`src/logic/obcd_consts.vh`:
```
// constants for the option byte configuration decoder
// assumes: included by logic/obcd_decoder.v only
`ifndef OBCD_CONSTS_VH
`define OBCD_CONSTS_VH

// ****************************************
// register offsets (4-bit address)
// ****************************************
`define OBCD_ADDR_WDG_CLK 4'h0
`define OBCD_ADDR_CLK_SRC 4'h1
`define OBCD_ADDR_XTAL 4'h2
`define OBCD_ADDR_RSVD 4'h3
`define OBCD_ADDR_FLASH 4'h4
`define OBCD_ADDR_STATUS 4'h8

// ****************************************
// power-on values of the option store
// ****************************************
`define OBCD_RST_WDG_CLK 8'h00
`define OBCD_RST_CLK_SRC 8'h00
`define OBCD_RST_XTAL 8'h00
`define OBCD_RST_FLASH 8'h00

// ****************************************
// field positions
// ****************************************
`define OBCD_BIT_SLOW_ALLOW 3
`define OBCD_BIT_INDEP_WATCHDOG_HW_START 2
`define OBCD_BIT_WINDOW_WATCHDOG_HW_START 1
`define OBCD_BIT_WINDOW_WATCHDOG_HALT_RESET 0
`define OBCD_BIT_EXT_CLK 3
`define OBCD_BIT_WAKE_SEL 2
`define OBCD_PRSC_HI 1
`define OBCD_PRSC_LO 0
`define OBCD_BIT_WAIT 0

// ****************************************
// wakeup prescaler: input rates in kHz
// ****************************************
`define OBCD_WAKE_OUT_KHZ 15'h0080
`define OBCD_PRSC_24M 2'h0
`define OBCD_PRSC_16M 2'h1
`define OBCD_PRSC_8M 2'h2
`define OBCD_PRSC_4M 2'h3
`define OBCD_KHZ_24M 15'h5DC0
`define OBCD_KHZ_16M 15'h3E80
`define OBCD_KHZ_8M 15'h1F40
`define OBCD_KHZ_4M 15'h0FA0

// ****************************************
// crystal settle codes, waits in half cycles
// ****************************************
`define OBCD_XTAL_2048 8'h00
`define OBCD_XTAL_128 8'hB4
`define OBCD_XTAL_8 8'hD2
`define OBCD_XTAL_HALF 8'hE1
`define OBCD_HALF_2048 13'h1000
`define OBCD_HALF_128 13'h0100
`define OBCD_HALF_8 13'h0010
`define OBCD_HALF_1 13'h0001

// ****************************************
// timing
// ****************************************
`define OBCD_CLK_MHZ 40
`define OBCD_BOOT_MAX_US 150
`define OBCD_BOOT_MAX_CYC (`OBCD_BOOT_MAX_US * `OBCD_CLK_MHZ)

`endif

```
`src/logic/obcd_decoder.v`:
```
// option byte configuration decoder: option store, decode and consumers
// assumes: one 40 MHz clock, sync reset, option store kept over rst_i
// and cleared only by por_i; oscillator pins are asynchronous
//
// Operation
// - the slow oscillator may be granted as cpu clock only when allowed.
// - the independent watchdog runs from reset if hw start, else on sw start.
// - the window watchdog runs from reset if hw start, else on sw start.
// - halt entry with the window watchdog active resets only if enabled.
// - external clock select picks driven clock or crystal on the osc pins.
// - wakeup clock is the slow oscillator at 0, prescaled fast clock at 1.
// - the prescaler field divides 24, 16, 8 or 4 MHz down to 128 kHz.
// - the settle field sets 2048, 128, 8 or 0.5 crystal cycles of wait.
// - flash reads take one wait state when the wait bit is set, else none.
// - the boot vector fetch follows reset release within 150 us.
`timescale 1ns/1ps
`default_nettype none
`include "obcd_consts.vh"

module obcd_decoder #(
  parameter BOOT_MAX_CYC = `OBCD_BOOT_MAX_CYC
) (
  // clock and resets
  input wire mclk_i,
  input wire rst_i,
  input wire por_i,
  // register port
  input wire [3:0] addr_i,
  input wire [7:0] wdata_i,
  input wire wr_i,
  input wire rd_i,
  output reg [7:0] rdata_o,
  // clock controller
  input wire cpu_slow_req_i,
  output wire cpu_slow_grant_o,
  output wire external_clock_select_o,
  output wire osc_amp_en_o,
  input wire osc_start_i,
  output wire osc_ready_o,
  // oscillator pins
  input wire osc_in_pin_i,
  input wire slow_osc_i,
  // watchdogs
  input wire indep_wdg_sw_start_i,
  input wire window_wdg_sw_start_i,
  input wire halt_i,
  output wire indep_wdg_run_o,
  output wire window_wdg_run_o,
  output reg halt_reset_o,
  // auto-wakeup unit
  output wire wakeup_clock_select_o,
  output reg wakeup_tick_o,
  // memory interface
  input wire mem_rd_req_i,
  output wire mem_rd_ack_o,
  // boot
  input wire boot_ready_i,
  output reg boot_fetch_o,
  output wire boot_done_o
);

  // ****************************************
  // functions
  // ****************************************
  function [14:0] obcd_in_khz;
    input [1:0] prsc;
    begin
      case (prsc)
        `OBCD_PRSC_24M: obcd_in_khz = `OBCD_KHZ_24M;
        `OBCD_PRSC_16M: obcd_in_khz = `OBCD_KHZ_16M;
        `OBCD_PRSC_8M: obcd_in_khz = `OBCD_KHZ_8M;
        default: obcd_in_khz = `OBCD_KHZ_4M;
      endcase
    end
  endfunction

  function [12:0] obcd_settle_half;
    input [7:0] code;
    begin
      case (code)
        `OBCD_XTAL_128: obcd_settle_half = `OBCD_HALF_128;
        `OBCD_XTAL_8: obcd_settle_half = `OBCD_HALF_8;
        `OBCD_XTAL_HALF: obcd_settle_half = `OBCD_HALF_1;
        default: obcd_settle_half = `OBCD_HALF_2048;
      endcase
    end
  endfunction

  // ****************************************
  // option store, kept across system reset
  // ****************************************
  reg [7:0] wdg_clk_opt;
  reg [7:0] clk_src_opt;
  reg [7:0] xtal_opt;
  reg [7:0] flash_opt;

  always @(posedge mclk_i) begin
    if (por_i) begin
      wdg_clk_opt <= `OBCD_RST_WDG_CLK;
      clk_src_opt <= `OBCD_RST_CLK_SRC;
      xtal_opt <= `OBCD_RST_XTAL;
      flash_opt <= `OBCD_RST_FLASH;
    end else if (wr_i && !rst_i) begin
      case (addr_i)
        `OBCD_ADDR_WDG_CLK: wdg_clk_opt <= wdata_i;
        `OBCD_ADDR_CLK_SRC: clk_src_opt <= wdata_i;
        `OBCD_ADDR_XTAL: xtal_opt <= wdata_i;
        `OBCD_ADDR_FLASH: flash_opt <= wdata_i;
        default: ;
      endcase
    end
  end

  // ****************************************
  // active settings
  // ****************************************
  reg slow_osc_cpu_allow;
  reg indep_watchdog_hw_start;
  reg window_watchdog_hw_start;
  reg window_watchdog_halt_reset;
  reg external_clock_select;
  reg wakeup_clock_select;
  reg [1:0] wakeup_prescaler;
  reg [7:0] crystal_settle_count;
  reg flash_wait_select;

  always @(posedge mclk_i) begin
    if (rst_i) begin
      slow_osc_cpu_allow <= wdg_clk_opt[`OBCD_BIT_SLOW_ALLOW];
      indep_watchdog_hw_start <= wdg_clk_opt[`OBCD_BIT_INDEP_WATCHDOG_HW_START];
      window_watchdog_hw_start <= wdg_clk_opt[`OBCD_BIT_WINDOW_WATCHDOG_HW_START];
      window_watchdog_halt_reset <= wdg_clk_opt[`OBCD_BIT_WINDOW_WATCHDOG_HALT_RESET];
      external_clock_select <= clk_src_opt[`OBCD_BIT_EXT_CLK];
      wakeup_clock_select <= clk_src_opt[`OBCD_BIT_WAKE_SEL];
      wakeup_prescaler <= clk_src_opt[`OBCD_PRSC_HI:`OBCD_PRSC_LO];
      crystal_settle_count <= xtal_opt;
      flash_wait_select <= flash_opt[`OBCD_BIT_WAIT];
    end
  end

  // ****************************************
  // clock source
  // ****************************************
  // slow oscillator grant
  assign cpu_slow_grant_o = cpu_slow_req_i & slow_osc_cpu_allow;
  assign external_clock_select_o = external_clock_select;
  assign osc_amp_en_o = ~external_clock_select;

  // ****************************************
  // pin synchronisers
  // ****************************************
  reg [2:0] fast_sync;
  reg [2:0] slow_sync;
  reg fast_lvl;
  reg slow_lvl;
  wire fast_rise;
  wire fast_edge;
  wire slow_rise;

  // level follows the pin in reset, so no false edge follows release
  always @(posedge mclk_i) begin
    fast_sync <= {fast_sync[1:0], osc_in_pin_i};
    slow_sync <= {slow_sync[1:0], slow_osc_i};
    if (rst_i || fast_sync[1] == fast_sync[2]) begin
      fast_lvl <= fast_sync[2];
    end
    if (rst_i || slow_sync[1] == slow_sync[2]) begin
      slow_lvl <= slow_sync[2];
    end
  end

  assign fast_edge = (fast_sync[1] == fast_sync[2]) &&
                     (fast_sync[2] != fast_lvl);
  assign fast_rise = fast_edge & fast_sync[2];
  assign slow_rise = (slow_sync[1] == slow_sync[2]) & slow_sync[2] &
                     ~slow_lvl;

  // ****************************************
  // crystal settle counter
  // ****************************************
  reg [12:0] settle_cnt;
  reg settle_busy;
  reg osc_ready;

  always @(posedge mclk_i) begin
    if (rst_i) begin
      settle_cnt <= 13'h0000;
      settle_busy <= 1'b0;
      osc_ready <= 1'b0;
    end else if (!osc_start_i) begin
      settle_busy <= 1'b0;
      osc_ready <= 1'b0;
    end else if (!settle_busy && !osc_ready) begin
      settle_cnt <= obcd_settle_half(crystal_settle_count);
      settle_busy <= 1'b1;
    end else if (settle_busy && fast_edge) begin
      if (settle_cnt == 13'h0001) begin
        settle_busy <= 1'b0;
        osc_ready <= 1'b1;
      end
      settle_cnt <= settle_cnt - 13'h0001;
    end
  end

  assign osc_ready_o = osc_ready;

  // ****************************************
  // auto-wakeup clock
  // ****************************************
  reg [14:0] wake_acc;
  reg wake_pre_tick;
  wire [14:0] wake_sum;
  wire [14:0] wake_lim;

  assign wake_sum = wake_acc + `OBCD_WAKE_OUT_KHZ;
  assign wake_lim = obcd_in_khz(wakeup_prescaler);

  always @(posedge mclk_i) begin
    if (rst_i) begin
      wake_acc <= 15'h0000;
      wake_pre_tick <= 1'b0;
    end else begin
      wake_pre_tick <= 1'b0;
      if (fast_rise) begin
        if (wake_sum >= wake_lim) begin
          wake_acc <= wake_sum - wake_lim;
          wake_pre_tick <= 1'b1;
        end else begin
          wake_acc <= wake_sum;
        end
      end
    end
  end

  always @(posedge mclk_i) begin
    wakeup_tick_o <= ~rst_i &
                     (wakeup_clock_select ? wake_pre_tick : slow_rise);
  end

  assign wakeup_clock_select_o = wakeup_clock_select;

  // ****************************************
  // watchdogs
  // ****************************************
  reg indep_sw_run;
  reg window_sw_run;
  reg halt_q;

  always @(posedge mclk_i) begin
    indep_sw_run <= ~rst_i & (indep_sw_run | indep_wdg_sw_start_i);
    window_sw_run <= ~rst_i & (window_sw_run | window_wdg_sw_start_i);
  end

  assign indep_wdg_run_o = indep_watchdog_hw_start | indep_sw_run;
  assign window_wdg_run_o = window_watchdog_hw_start | window_sw_run;

  always @(posedge mclk_i) begin
    if (rst_i) begin
      halt_q <= 1'b0;
      halt_reset_o <= 1'b0;
    end else begin
      halt_q <= halt_i;
      halt_reset_o <= halt_i & ~halt_q & window_wdg_run_o &
                      window_watchdog_halt_reset;
    end
  end

  // ****************************************
  // memory wait state
  // ****************************************
  reg waited;

  always @(posedge mclk_i) begin
    waited <= ~rst_i & mem_rd_req_i & flash_wait_select & ~waited;
  end

  assign mem_rd_ack_o = mem_rd_req_i & (~flash_wait_select | waited);

  // ****************************************
  // boot fetch
  // ****************************************
  reg [12:0] boot_cnt;
  reg boot_done;

  always @(posedge mclk_i) begin
    if (rst_i) begin
      boot_cnt <= 13'h0000;
      boot_done <= 1'b0;
      boot_fetch_o <= 1'b0;
    end else begin
      boot_fetch_o <= 1'b0;
      if (!boot_done) begin
        boot_cnt <= boot_cnt + 13'h0001;
        if (boot_ready_i || boot_cnt == BOOT_MAX_CYC[12:0] - 13'h0002) begin
          boot_done <= 1'b1;
          boot_fetch_o <= 1'b1;
        end
      end
    end
  end

  assign boot_done_o = boot_done;

  // ****************************************
  // register read
  // ****************************************
  always @(posedge mclk_i) begin
    if (rst_i || !rd_i) begin
      rdata_o <= 8'h00;
    end else begin
      case (addr_i)
        `OBCD_ADDR_WDG_CLK: rdata_o <= wdg_clk_opt;
        `OBCD_ADDR_CLK_SRC: rdata_o <= clk_src_opt;
        `OBCD_ADDR_XTAL: rdata_o <= xtal_opt;
        `OBCD_ADDR_FLASH: rdata_o <= flash_opt;
        `OBCD_ADDR_STATUS: rdata_o <= {2'h0, boot_done, osc_ready,
          window_wdg_run_o, indep_wdg_run_o, external_clock_select,
          flash_wait_select};
        default: rdata_o <= 8'h00;
      endcase
    end
  end

endmodule

`default_nettype wire

```
`config.mk`:
```
export PLATFORM = sky130hd
export DESIGN_NAME = obcd_decoder
export DESIGN_NICKNAME = d
export VERILOG_FILES = /design/src/logic/obcd_decoder.v
export VERILOG_INCLUDE_DIRS = /design/src /design/src/logic
export SDC_FILE = /design/constraint.sdc
export NUM_CORES = 1
export LEC_CHECK = 0
export ABC_AREA = 1
export ABC_CLOCK_PERIOD_IN_PS = 4400
export BUFFER_PORTS_ARGS = -buffer_cell sky130_fd_sc_hd__buf_2
export CAP_MARGIN = 25
export CELL_PAD_IN_SITES_DETAIL_PLACEMENT = 1
export CELL_PAD_IN_SITES_GLOBAL_PLACEMENT = 1
export CORE_ASPECT_RATIO = 1.75
export CORE_MARGIN = 4
export CORE_UTILIZATION = 47
export DETAILED_ROUTE_END_ITERATION = 12
export HOLD_SLACK_MARGIN = 0.03
export PLACE_DENSITY = 0.83
export SLEW_MARGIN = 40
export SYNTH_ARGS = -nofsm -noshare
export SYNTH_HDL_FRONTEND = slang
export SYNTH_SLANG_ARGS = --single-unit
```
`constraint.sdc`:
```
create_clock -name mclk_i -period 4.4 [get_ports mclk_i]
set_input_delay 0.22 -clock mclk_i [delete_from_list [all_inputs] [get_ports mclk_i]]
set_output_delay 0.22 -clock mclk_i [all_outputs]
set_load 0.05 [all_outputs]
```
==> impl_summary.log <==
INFO  metric globalRouteTotalUtil = about a quarter
INFO  metric fmax = roughly 0.35 GHz
INFO  metric insertion_delay = 0.35 ns
INFO  metric synth-main-ff-cell = sky130_fd_sc_hd__dfxtp_1
INFO  metric port_buffers = 45
INFO  metric grt_max_degree = 37
INFO  metric synth_area = between 5000 and 6000 µm²
INFO  metric average_size_of_a_mapped_cell = between 7 and 8 µm²
INFO  metric worst-r2r-cell-count = 15
INFO  metric timing.final.hold_violations = 0
INFO  metric critPathTopFamily = simple AND/OR/NAND/NOR gates
INFO  metric cap_violations = 0
INFO  metric ir_drop = 0.2374 mV
INFO  metric num_antenna_cells = 0
INFO  metric cts-root-buf = sky130_fd_sc_hd__clkbuf_16
INFO  metric multi_input_area = approximately 2300 µm²
INFO  metric via_density_per_instance = about 5.5
INFO  metric post-route-min-period = approximately 2.9 ns
INFO  metric antenna_violating_nets_post_route = 0
INFO  metric row_count = 50
INFO  metric unrepaired_setup_endpoints_after_global_routing = false
INFO  metric fin_skew = roughly 0.0085 ns
INFO  metric most_used_cells_in_the_layout_excluding_fill_and_tap_cells = 116 x sky130_fd_sc_hd__nand2_1, 101 x sky130_fd_sc_hd__inv_1, 93 x sky130_fd_sc_hd__dfxtp_1, 86 x sky130_fd_sc_hd__nor2_1, 45 x sky130_fd_sc_hd__buf_2
INFO  metric cts-buffers-inserted = 9
INFO  metric timing.final.max_slew_violations = 0
INFO  metric dp_slack = ~1.5 ns
INFO  metric synth_fp_nets = between 600 and 700
INFO  metric clock_sink_count = 112
INFO  metric detail_route.first_pass.iterations = 4
INFO  metric grt_remaining_overflow = 0
INFO  metric synth.yosys.seq_area_share = about 47%
INFO  metric die-width = between 80 and 90 µm
INFO  metric worstPathArrival = 3.07 ns
INFO  metric cp.required = around 4.6 ns
INFO  metric outcome = completed
INFO  metric nets = approximately 750
INFO  metric cts_max_level = 3
INFO  metric storage_cell_area = around 2400 µm²
INFO  metric critical_path.endpoint_type = flop
INFO  metric leakage = ~2.5 nW
INFO  metric cp_max_fo = 13
INFO  metric routed_wirelength = ~14000 µm
INFO  metric dr_total_vias = 4610
INFO  metric power_per_cell_area = 364.9 nW/µm²
INFO  metric die_h = ~150 µm
INFO  metric cts_post_setup_buffers_inserted = 0
INFO  metric ios = between 40 and 50
INFO  metric crit_cells = 15
INFO  metric detail_route.drc_violations = 0
INFO  metric vias_in_the_first_global_route = 5141
INFO  metric initial_core_util = about half
INFO  metric layout_commonest_cell = sky130_fd_sc_hd__nand2_1
INFO  metric yosys_reg_bits = between 100 and 150
INFO  metric die_area = 12830 µm²
INFO  metric post_cts.resized_instances = 0
INFO  metric clk_pin_slew = 0.08 ns
INFO  metric hpwlAfterDp = approximately 11000 µm
INFO  metric post_route_cells_drive_above_1_share = around 13%
INFO  metric grt_antenna_before_repair = 0
INFO  metric crit_path_max_incr_delay = 0.39 ns
INFO  metric drt_first_iter_violations = ~200
INFO  metric cell_taking_the_most_area_after_synthesis = sky130_fd_sc_hd__dfxtp_1
INFO  metric cpMaxStageDelayCell = sky130_fd_sc_hd__dfxtp_1
INFO  metric synth.distinct_cells = 40
INFO  metric tightestPinTransition = between 0.6 and 0.7 ns
INFO  metric cts.path.max_buffers = 2
INFO  metric areaGrowthSynthToFinish = 12.44%
INFO  metric placed_area = between 5000 and 6000 µm²
INFO  metric worst-setup-path-type = reg2reg
INFO  metric finalWorstSetupSlack = around 1.5 ns
INFO  metric final.period_utilization = 64.81%
INFO  metric total_of_fill_cells_in_the_finished_design = ~1400
INFO  metric synth_largest_type_area_fraction = ~36%
INFO  metric route.detailed.wl_per_inst = ~17 µm
INFO  metric setup_total_negative_slack = 0 ns
INFO  metric holdCritPathClass = in2reg
INFO  metric ys_warn_count = 0
INFO  metric cts_tree = yes
INFO  metric synth-edff-count = 19
INFO  metric hold_path_depth = 3
INFO  metric core_area = 10760 µm²
INFO  metric synthesis.instances = ~660
INFO  metric setup_viol_count_final = 0
INFO  metric crit_path_start_kind = flop
INFO  metric async_flop_share = 0%
INFO  metric maxSlewHeadroom = between 50% and 60%
INFO  metric routabilityCongestion = 0.9022
INFO  metric grt_pass1_wl = ~24000 µm
INFO  metric final_area = approximately 6000 µm²
INFO  metric synth_top_cells_by_area = sky130_fd_sc_hd__dfxtp_1 36%, sky130_fd_sc_hd__edfxtp_1 11%, sky130_fd_sc_hd__nand2_1 8.4%
INFO  metric timing.critical_path.buf_inv = 1
INFO  metric crit_path_cell_trace = ha_1 > nand4_1 > nor2_1 > xor2_1 > ha_1 > a21oi_2 > nor2_1 > nor2_1 > inv_1 > a21oi_4 > nand2_4 > nand2_1 > nand2_1 > nand2_1 > a21oi_1
-- kinds of logic after synthesis --
kind of cell    share of synthesized area [%]
compound gates                          13.98
xor+xnor                                1.521
fa+ha+maj                               3.767
buf+inv                                 8.863
flops                                   46.95
simple gates                            24.92
-- worst register-to-register path: cells and delay by family, from the launching register on --
kind                     cells  cell delay, ns
AND/OR/NAND/NOR              8            0.97
adder cells (fa/ha/maj)      2            0.55
AO/OA/AOI/OAI                3            0.45
flip-flops                   1            0.39
XOR/XNOR                     1            0.26
buffers and inverters        1            0.09
-- report_power, final --
part / switching (mW) / internal, mW
logic: 0.156 / 0.0666
registers: 0.0240 / 1.07
clock network: 0.410 / 0.397
-- through the flow --
step / utilization, % / hold slack (ns) / std cells / power (mW)
after CTS: 54.14 / 0.07210 / 840 / 2.145
after global routing: 54.14 / 0.08032 / 840 / 2.217
after floorplan: - / 0.2477 / 658 / 1.263
after global placement: 51.26 / 0.3159 / 822 / 1.325
after detailed placement: 51.26 / 0.3227 / 822 / 1.339
final: 54.14 / 0.07679 / 840 / 2.125
-- layout make-up --
type	count	share of cell area, %
tap	130	2.792
sequential	112	41.75
clock inverter	7	1.117
multi-input combinational	428	39.30
clock buffer	9	3.866
timing repair buffer	48	4.338
inverter	106	6.830
-- Yosys cell counts (2+ instances only) --
| cell type | number |
|---|---|
| sky130_fd_sc_hd__a211oi_1 | 25 |
| sky130_fd_sc_hd__o21ai_0 | 20 |
| sky130_fd_sc_hd__nand3_2 | 4 |
| sky130_fd_sc_hd__nand3_1 | 37 |
| sky130_fd_sc_hd__ha_1 | 14 |
| sky130_fd_sc_hd__inv_2 | 5 |
| sky130_fd_sc_hd__o22ai_1 | 11 |
| sky130_fd_sc_hd__nor2_1 | 86 |
| sky130_fd_sc_hd__nor3_1 | 6 |
| sky130_fd_sc_hd__nand2_4 | 2 |
| sky130_fd_sc_hd__a31oi_1 | 4 |
| sky130_fd_sc_hd__a21oi_2 | 3 |
| sky130_fd_sc_hd__nor4_1 | 8 |
| sky130_fd_sc_hd__xor2_1 | 9 |
| sky130_fd_sc_hd__buf_1 | 2 |
| sky130_fd_sc_hd__a31o_2 | 2 |
| sky130_fd_sc_hd__nand3b_1 | 4 |
| sky130_fd_sc_hd__nor2_4 | 3 |
| sky130_fd_sc_hd__clkbuf_1 | 4 |
| sky130_fd_sc_hd__dfxtp_1 | 93 |
| sky130_fd_sc_hd__buf_2 | 4 |
| sky130_fd_sc_hd__a221oi_1 | 4 |
| sky130_fd_sc_hd__edfxtp_1 | 19 |
| sky130_fd_sc_hd__nand4_1 | 7 |
| sky130_fd_sc_hd__nand2_1 | 116 |
| sky130_fd_sc_hd__inv_1 | 101 |
| sky130_fd_sc_hd__a21oi_1 | 43 |
| sky130_fd_sc_hd__or2_2 | 3 |
| sky130_fd_sc_hd__nand2_2 | 4 |
| sky130_fd_sc_hd__nor2_2 | 5 |
-- worst paths after layout --
kind	startpoint	end	slack (ns)
max reg2reg	wake_acc[7]	wake_acc[13]	1.55
max	wake_acc[7]	wake_acc[13]	1.55
min reg2reg	slow_sync[0]	slow_sync[1]	0.34
min	halt_i	halt_q	0.08
-- sequential cells by signal (all words and copies together), names as in the netlist, 2 cells and up --
| register | cells |
|---|---|
| boot_cnt | 13 |
| clk_src_opt | 8 |
| crystal_settle_count | 8 |
| fast_sync | 3 |
| flash_opt | 8 |
| rdata_o | 8 |
| settle_cnt | 13 |
| slow_sync | 3 |
| wake_acc | 10 |
| wakeup_prescaler | 2 |
| wdg_clk_opt | 8 |
| xtal_opt | 8 |
-- layer usage --
| metal | vias to the layer above | routed length, µm | GRT usage [%] |
|---|---|---|---|
| met2 | 82 | 8296 | 46.37 |
| li1 | 2265 | - | - |
| met4 | 0 | 501 | 10.22 |
| met3 | 37 | 363 | 3.535 |
| met5 | - | 0 | 0 |
| met1 | 2226 | 5313 | 23.28 |
-- repair_timing --
item	4_1_cts	5_1_grt
hold endpoints to repair	2	0
setup endpoints to repair	0	0
hold buffers	2	0
(Power assumes the default switching activity.)
